===== src/rtl/rsc_pkg.sv =====
// Shared constants for the reset source control block
package rsc_pkg;
  // Special function register address
  localparam logic [7:0] RSC_ADDR      = 8'hEF;
  // Bit positions within the register
  localparam int         USB_BIT       = 7;
  localparam int         MEM_BIT       = 6;
  localparam int         CMP_BIT       = 5;
  localparam int         SW_BIT        = 4;
  localparam int         WDT_BIT       = 3;
  localparam int         MCD_BIT       = 2;
  localparam int         POR_BIT       = 1;
  localparam int         PIN_BIT       = 0;
  localparam logic [7:0] NO_CAUSE      = 8'h00;
  localparam logic [7:0] POR_MASK      = 8'h02;
  // Timing
  localparam int         CLK_PERIOD_NS = 10;
  localparam int         PIN_LOW_NS    = 15000;
  localparam int         EXEC_DELAY_NS = 5000;
  localparam int         MCD_TIMEOUT_NS = 220000;
  localparam int         PIN_LOW_CYC   = (PIN_LOW_NS + CLK_PERIOD_NS - 1) / CLK_PERIOD_NS;
  localparam int         EXEC_DELAY_CYC = (EXEC_DELAY_NS + CLK_PERIOD_NS - 1) / CLK_PERIOD_NS;
  localparam int         MCD_TIMEOUT_CYC = MCD_TIMEOUT_NS / CLK_PERIOD_NS;
  localparam int         PIN_CNT_W     = 11;
  localparam int         DLY_CNT_W     = 9;
  localparam int         MCD_CNT_W     = 16;
  // Sequencer states, Gray along run, hold, delay
  typedef enum logic [1:0] {
    RSC_RUN   = 2'b00,
    RSC_HOLD  = 2'b01,
    RSC_DELAY = 2'b11
  } rsc_state_t;
endpackage


===== src/rtl/rsc_reset_source_control.sv =====
// Reset source selection, cause recording and release sequencing
`timescale 1ns/1ps
module rsc_reset_source_control
  import rsc_pkg::*;
#(
  parameter int MCD_CYCLES = MCD_TIMEOUT_CYC
) (
  // Clock and power-on reset
  input  wire logic       clk,
  input  wire logic       rst_b,
  // Special function register port
  input  wire logic [7:0] sfr_addr,
  input  wire logic       sfr_wr,
  input  wire logic       sfr_rd,
  input  wire logic       sfr_rmw,
  input  wire logic [7:0] sfr_wdata,
  output logic      [7:0] sfr_rdata,
  // Reset sources
  input  wire logic       rst_pin_in_b,
  input  wire logic       usb_bus_reset,
  input  wire logic       vbus_level,
  input  wire logic       bus_supply_polarity_select,
  input  wire logic       comparator_out,
  input  wire logic       watchdog_timeout,
  input  wire logic       memory_access_error,
  input  wire logic       supply_below_threshold,
  input  wire logic       sysclk_edge_toggle,
  // External reset pin drive
  output logic            rst_pin_out,
  output logic            rst_pin_oe_b,
  // Core reset
  output logic            core_reset_b
);
  localparam int SYN_W   = 5;
  localparam int S_PIN   = 0;
  localparam int S_VBUS  = 1;
  localparam int S_CMP   = 2;
  localparam int S_VDD   = 3;
  localparam int S_TICK  = 4;
  localparam logic [SYN_W-1:0] SYN_RST = 5'h05;

  // Input synchronisers
  logic [SYN_W-1:0] sync1_ff;
  logic [SYN_W-1:0] sync2_ff;
  logic             tick_d_ff;
  // Sequencer and register state
  rsc_state_t       state_ff;
  rsc_state_t       nxt_state;
  logic [7:0]       cause_ff;
  logic [7:0]       nxt_cause;
  logic             usb_en_ff;
  logic             nxt_usb_en;
  logic             cmp_en_ff;
  logic             nxt_cmp_en;
  logic             mcd_en_ff;
  logic             nxt_mcd_en;
  logic             vdd_sel_ff;
  logic             nxt_vdd_sel;
  logic [7:0]       rdata_ff;
  logic [7:0]       nxt_rdata;
  logic             core_rst_b_ff;
  // Combinational helpers
  logic             reg_hit;
  logic             wr_hit;
  logic             pin_done;
  logic             mcd_done;
  logic             dly_done;
  logic             clk_edge_seen;
  logic [7:0]       src_vec;
  logic [7:0]       src_pick;

  assign reg_hit       = (sfr_addr == RSC_ADDR);
  assign wr_hit        = sfr_wr && reg_hit;
  assign clk_edge_seen = sync2_ff[S_TICK] ^ tick_d_ff;
  assign sfr_rdata     = rdata_ff;
  assign core_reset_b  = core_rst_b_ff;
  assign rst_pin_out   = 1'b0;
  assign rst_pin_oe_b  = 1'b1;

  // Pin low qualification
  rsc_cnt #(.WIDTH(PIN_CNT_W), .LIMIT(PIN_CNT_W'(PIN_LOW_CYC))) u_pin_cnt (
    .clk   (clk),
    .rst_b (rst_b),
    .clear (sync2_ff[S_PIN]),
    .done  (pin_done)
  );

  // Clock loss timeout
  rsc_cnt #(.WIDTH(MCD_CNT_W), .LIMIT(MCD_CNT_W'(MCD_CYCLES))) u_mcd_cnt (
    .clk   (clk),
    .rst_b (rst_b),
    .clear (!mcd_en_ff || clk_edge_seen || (state_ff != RSC_RUN)),
    .done  (mcd_done)
  );

  // Release delay
  rsc_cnt #(.WIDTH(DLY_CNT_W), .LIMIT(DLY_CNT_W'(EXEC_DELAY_CYC))) u_dly_cnt (
    .clk   (clk),
    .rst_b (rst_b),
    .clear (state_ff != RSC_DELAY),
    .done  (dly_done)
  );

  // Active reset requests in register bit order
  always_comb begin
    src_vec          = NO_CAUSE;
    src_vec[USB_BIT] = usb_en_ff && (usb_bus_reset ||
                       (sync2_ff[S_VBUS] == bus_supply_polarity_select));
    src_vec[MEM_BIT] = memory_access_error;
    src_vec[CMP_BIT] = cmp_en_ff && !sync2_ff[S_CMP];
    src_vec[SW_BIT]  = wr_hit && sfr_wdata[SW_BIT];
    src_vec[WDT_BIT] = watchdog_timeout;
    src_vec[MCD_BIT] = mcd_en_ff && mcd_done;
    src_vec[POR_BIT] = vdd_sel_ff && sync2_ff[S_VDD];
    src_vec[PIN_BIT] = pin_done;
  end

  // Priority pick, one cause only
  always_comb begin
    src_pick = NO_CAUSE;
    if (src_vec[POR_BIT]) begin
      src_pick[POR_BIT] = 1'b1;
    end else if (src_vec[PIN_BIT]) begin
      src_pick[PIN_BIT] = 1'b1;
    end else if (src_vec[MCD_BIT]) begin
      src_pick[MCD_BIT] = 1'b1;
    end else if (src_vec[MEM_BIT]) begin
      src_pick[MEM_BIT] = 1'b1;
    end else if (src_vec[WDT_BIT]) begin
      src_pick[WDT_BIT] = 1'b1;
    end else if (src_vec[SW_BIT]) begin
      src_pick[SW_BIT] = 1'b1;
    end else if (src_vec[CMP_BIT]) begin
      src_pick[CMP_BIT] = 1'b1;
    end else if (src_vec[USB_BIT]) begin
      src_pick[USB_BIT] = 1'b1;
    end
  end

  // Sequencer, cause flags, enables and read data
  always_comb begin
    nxt_state   = state_ff;
    nxt_cause   = cause_ff;
    nxt_usb_en  = usb_en_ff;
    nxt_cmp_en  = cmp_en_ff;
    nxt_mcd_en  = mcd_en_ff;
    nxt_vdd_sel = vdd_sel_ff;
    nxt_rdata   = rdata_ff;
    case (state_ff)
      RSC_RUN: begin
        if (src_vec != NO_CAUSE) begin
          nxt_state  = RSC_HOLD;
          nxt_cause  = src_pick;
          nxt_usb_en = 1'b0;
          nxt_cmp_en = 1'b0;
          nxt_mcd_en = 1'b0;
        end else if (wr_hit) begin
          nxt_usb_en  = sfr_wdata[USB_BIT];
          nxt_cmp_en  = sfr_wdata[CMP_BIT];
          nxt_mcd_en  = sfr_wdata[MCD_BIT];
          nxt_vdd_sel = sfr_wdata[POR_BIT];
        end
      end
      RSC_HOLD: begin
        if (src_vec == NO_CAUSE) begin
          nxt_state = RSC_DELAY;
        end
      end
      RSC_DELAY: begin
        if (src_vec != NO_CAUSE) begin
          nxt_state = RSC_HOLD;
        end else if (dly_done) begin
          nxt_state = RSC_RUN;
        end
      end
      default: begin
        nxt_state = RSC_HOLD;
      end
    endcase
    if (sfr_rd) begin
      if (!reg_hit) begin
        nxt_rdata = NO_CAUSE;
      end else if (sfr_rmw) begin
        nxt_rdata = cause_ff;
        nxt_rdata[USB_BIT] = usb_en_ff;
        nxt_rdata[CMP_BIT] = cmp_en_ff;
        nxt_rdata[SW_BIT]  = 1'b0;
        nxt_rdata[MCD_BIT] = mcd_en_ff;
        nxt_rdata[POR_BIT] = vdd_sel_ff;
      end else begin
        nxt_rdata = cause_ff;
      end
    end
  end

  always_ff @(posedge clk or negedge rst_b) begin
    if (!rst_b) begin
      sync1_ff      <= SYN_RST;
      sync2_ff      <= SYN_RST;
      tick_d_ff     <= 1'b0;
      state_ff      <= RSC_DELAY;
      cause_ff      <= POR_MASK;
      usb_en_ff     <= 1'b0;
      cmp_en_ff     <= 1'b0;
      mcd_en_ff     <= 1'b0;
      vdd_sel_ff    <= 1'b1;
      rdata_ff      <= NO_CAUSE;
      core_rst_b_ff <= 1'b0;
    end else begin
      sync1_ff      <= {sysclk_edge_toggle, supply_below_threshold, comparator_out, vbus_level, rst_pin_in_b};
      sync2_ff      <= sync1_ff;
      tick_d_ff     <= sync2_ff[S_TICK];
      state_ff      <= nxt_state;
      cause_ff      <= nxt_cause;
      usb_en_ff     <= nxt_usb_en;
      cmp_en_ff     <= nxt_cmp_en;
      mcd_en_ff     <= nxt_mcd_en;
      vdd_sel_ff    <= nxt_vdd_sel;
      rdata_ff      <= nxt_rdata;
      core_rst_b_ff <= (nxt_state == RSC_RUN);
    end
  end
endmodule // rsc_reset_source_control


===== src/rtl/rsc_cnt.sv =====
// Saturating cycle counter with clear, flags when its limit is reached
`timescale 1ns/1ps
module rsc_cnt #(
  parameter int               WIDTH = 8,
  parameter logic [WIDTH-1:0] LIMIT = '1
) (
  // Clock and reset
  input  wire logic clk,
  input  wire logic rst_b,
  // Control
  input  wire logic clear,
  // Status
  output logic      done
);
  logic [WIDTH-1:0] cnt_ff;
  logic [WIDTH-1:0] nxt_cnt;

  assign done = (cnt_ff == LIMIT);

  always_comb begin
    nxt_cnt = cnt_ff;
    if (clear) begin
      nxt_cnt = '0;
    end else if (!done) begin
      nxt_cnt = cnt_ff + 1'b1;
    end
  end

  always_ff @(posedge clk or negedge rst_b) begin
    if (!rst_b) begin
      cnt_ff <= '0;
    end else begin
      cnt_ff <= nxt_cnt;
    end
  end
endmodule // rsc_cnt


===== config.mk =====
export PLATFORM = sky130hd
export DESIGN_NAME = rsc_reset_source_control
export DESIGN_NICKNAME = d
export VERILOG_FILES = /design/src/rtl/rsc_pkg.sv /design/src/rtl/rsc_reset_source_control.sv /design/src/rtl/rsc_cnt.sv
export SDC_FILE = /design/constraint.sdc
export NUM_CORES = 1
export LEC_CHECK = 0
export BUFFER_PORTS_ARGS = -buffer_cell sky130_fd_sc_hd__buf_2
export CORE_ASPECT_RATIO = 1.75
export CORE_MARGIN = 1.5
export CORE_UTILIZATION = 45
export DETAILED_ROUTE_END_ITERATION = 8
export PLACE_DENSITY = 0.73
export SYNTH_ARGS = -nofsm -noshare
export SYNTH_HDL_FRONTEND = slang
export SYNTH_SLANG_ARGS = --single-unit

===== constraint.sdc =====
create_clock -name clk -period 4.2 [get_ports clk]
set_input_delay 0.42 -clock clk [delete_from_list [all_inputs] [get_ports clk]]
set_output_delay 0.42 -clock clk [all_outputs]
set_load 0.03 [all_outputs]

==> summary.md <==
| Metric | Value |
|---|---|
| Core area | `between 6000 and 7000 sq um` |
| Synthesized area | `3237 sq um` |
| P&R area growth vs syn | `16.81%` |
| IO buf count | `35` |
| Fin Setup TNS | `0 ps` |
| Root Buffer | `clkbuf_16` |
| Setup-failing EPs final | `0` |
| # clock sinks | `70` |
| Cts hold-fix bufs | `0` |
| Worst path required time | `4450 ps` |
| Remaining Overflow, GRT | `0` |
| Die span in x | `around 67 microns` |
| Hold Fails Final Rpt | `0` |
| Sequential cell area | `between 1500 and 2000 sq um` |
| CP Max Fanout | `7` |
| Syn_nets | `around 340` |
| Clk slew on worst S/H paths | `50 ps` |
| Hold Crit Class | `input port to flip-flop` |
| Critical path launch point type | `flip-flop` |
| CP Buf/Inv Count | `1` |
| Post-DP HPWL | `4439 microns` |
| Die ar. | `7731 sq um` |
| Outcome | `completed` |
| Area of the multi-input gates | `1359 sq um` |
| Post_cts resized | `0` |
| Die extent in y | `approximately 120 microns` |
| CTS tree | `done` |
| Routed Antenna Nets | `0` |
| Final Hold Slack | `between 150 and 200 ps` |
| Fillers | `around 600` |
| Period utilization | `50.43%` |
| CP Cell Sequence | `inv_1, ha_1, nand4bb_1, or3_1, nand3_4, o31ai_4, mux2_4` |
| DR DRC count | `0` |
| Nets | `about 380` |
| Detailed Routing Iterations Pass 1 | `4` |
| WP data arrival | `2370 ps` |
| Initial Util | `46.87%` |
| Ports | `41` |
| PD cells | `395.8 nW/um^2` |
| Initial antenna violation count | `0` |
| Max-Cap Viols | `0` |
| RePlAce Congestion | `0.8112` |
| RSZ-0062 raised after global routing | `false` |
| Clk_lat worst skew | `330 ps` |
| Crit path max-delay cell type | `dfrtp_1` |
| Diode count | `0` |
| First DRT Iteration DRCs | `155` |
| Setup crit end kind | `flip-flop` |
| Syn_area_per_cell | `around 11 sq um` |
| Clock tree buffer depth | `2` |
| Largest net degree at the start of global routing | `44` |
| Ys async rst share | `100.0%` |
| Vias per inst | `5.382` |
| Mapped Cells | `305` |
| Clock Skew | `11.30 ps` |
| Total GRT Usage | `a little under a fifth` |
| Routed wire length | `6296 microns` |
| Tightest Pin Transition | `930.3 ps` |
| Max Freq | `472.1 MHz` |
| Leak Pwr | `0.001626 uW` |
| Final min period | `2118 ps` |
| Flops & latches, synth | `70` |
| Critical Path Max Stage Delay | `between 400 and 500 ps` |
| Final count of pins violating max slew | `0` |
| Row count | `40` |
| Routed length per placed instance | `14.51 microns` |
| First-pass GRT wire length | `~11000 microns` |
| Main synth FF type | `dfrtp_1` |
| Critical path type | `flip-flop to flip-flop` |
| Routed vias | `2336` |
| Yosys warning total | `0` |
| Clock buffer count from CTS | `9` |
| Vias in the first global route | `2367` |
| Post-synth EDFFs | `0` |
| Setup bufs post-CTS | `0` |
| Share of layout cells above drive strength 1 | `18.29%` |
| Max VDD drop | `0.2569 mV` |
| Crit path max-delay family | `simple AND/OR/NAND/NOR gates` |
| Library cells used by synthesis | `50` |
| H-Tree Depth | `3` |
| Rel. slew slack | `37.98%` |
| Register area share after synthesis | `54.43%` |
==> worst reg2reg max path: cells and delay by family (launching register included) <==
| family | cells | cell delay (ps) |
|---|---|---|
| AND/OR/NAND/NOR | 3 | 590 |
| adder cells (fa/ha/maj) | 1 | 210 |
| AO/OA/AOI/OAI | 1 | 400 |
| multiplexers | 1 | 340 |
| flip-flops | 1 | 420 |
| buffers and inverters | 1 | 90 |
==> path summary, 6_finish.rpt <==
| check | start | to | slack, ps | cells past startpoint |
|---|---|---|---|---|
| min | rst_pin_in_b | sync1_ff[0] | 200 | 1 |
| min in group asynchronous | rst_b | u_dly_cnt.cnt_ff[8] | 230 | 1 |
| max reg2reg | u_pin_cnt.cnt_ff[0] | cause_ff[1] | 2080 | 7 |
| max in group asynchronous | rst_b | vdd_sel_ff | 3010 | 2 |
| min reg2reg | sync1_ff[0] | sync2_ff[0] | 340 | 0 |
| max | u_pin_cnt.cnt_ff[0] | cause_ff[1] | 2080 | 7 |
==> state kept, by name, summed over array words and instances, names as in the netlist, 2 cells and up <==
name	count
u_mcd_cnt.cnt_ff	16
cause_ff	8
state_ff	2
sfr_rdata	8
sync1_ff	5
u_dly_cnt.cnt_ff	9
u_pin_cnt.cnt_ff	11
sync2_ff	5
==> layer usage <==
metal	track usage (%)	vias to the layer above	wire length (microns)
met5	0	-	0
met4	9.524	0	148
met3	4.305	14	239
met2	30.30	48	3248
met1	22.14	1130	2659
li1	-	1144	-
==> placed cells by master, fill, tap and decap left out, types with 2 or more instances in the layout <==
master,count
dfstp_2,8
nand4_1,9
nand2b_1,3
conb_1,2
clkbuf_16,9
a21oi_1,10
clkbuf_8,2
clkbuf_1,4
nand2_1,17
mux2_4,2
nor2b_1,2
xnor2_1,13
nor2_1,35
ha_1,6
a32o_1,3
mux2i_1,5
dfrtp_1,62
or3_1,8
and4_1,4
nor3_1,6
a22o_1,5
nand3_1,23
inv_1,20
buf_2,35
xor2_1,12
and3_1,5
o21ai_1,3
o22ai_1,4
o21ai_0,10
==> final cells by class <==
cell class / count / share of cell area (%)
clock buffers: 15 / 7.081
flip-flops and latches: 70 / 46.59
repair buffers: 36 / 4.831
well taps: 84 / 2.780
clock inverters: 1 / 0.7942
multi-input cells: 208 / 35.94
inverters: 20 / 1.985
==> logic make-up after synthesis <==
logic type      synth area share [%]
compound gates                 9.007
simple gates                   21.18
buf+inv                        3.595
fa+ha+maj                      2.319
mux                            2.474
xor+xnor                       6.765
flops                          54.43
other cells                   0.2320
==> power breakdown <==
part           switching (uW)  internal, uW  leakage, uW
clock                     258           493     0.000144
combinational            33.4          18.3     0.000551
sequential               8.06           686     0.000930
total                     299          1200      0.00163
==> metrics by stage <==
step / cell area, sq um / instances / power (uW) / setup WS (ps) / util, %
after detailed placement: 3483 / 418 / 758.4 / 2080 / 50.43
after global routing: 3781 / 434 / 1552 / 1977 / 54.75
final: 3781 / 434 / 1497 / 2082 / 54.75
after floorplan: 3237 / 305 / 726.3 / 2362 / -
after global placement: 3483 / 418 / 756.9 / 2123 / 50.43
after CTS: 3781 / 434 / 1513 / 2071 / 54.75
==> cells in the mapped netlist, types with 4 or more instances <==
cell type,number,area [sq um]
a22o_1,5,43.79
and4_1,4,35.03
nor2_1,35,131.4
inv_1,20,75.07
a21oi_1,10,50.05
xor2_1,12,105.1
dfrtp_1,62,1551
nand3_1,23,115.1
mux2i_1,5,50.05
dfstp_2,8,210.2
and3_1,5,31.28
nand2_1,17,63.81
or3_1,8,50.05
ha_1,6,75.07
o21ai_0,10,50.05
o22ai_1,4,25.02
xnor2_1,13,113.9
nand4_1,9,56.30
nor3_1,6,30.03
Power figures use the tool's default switching activity.
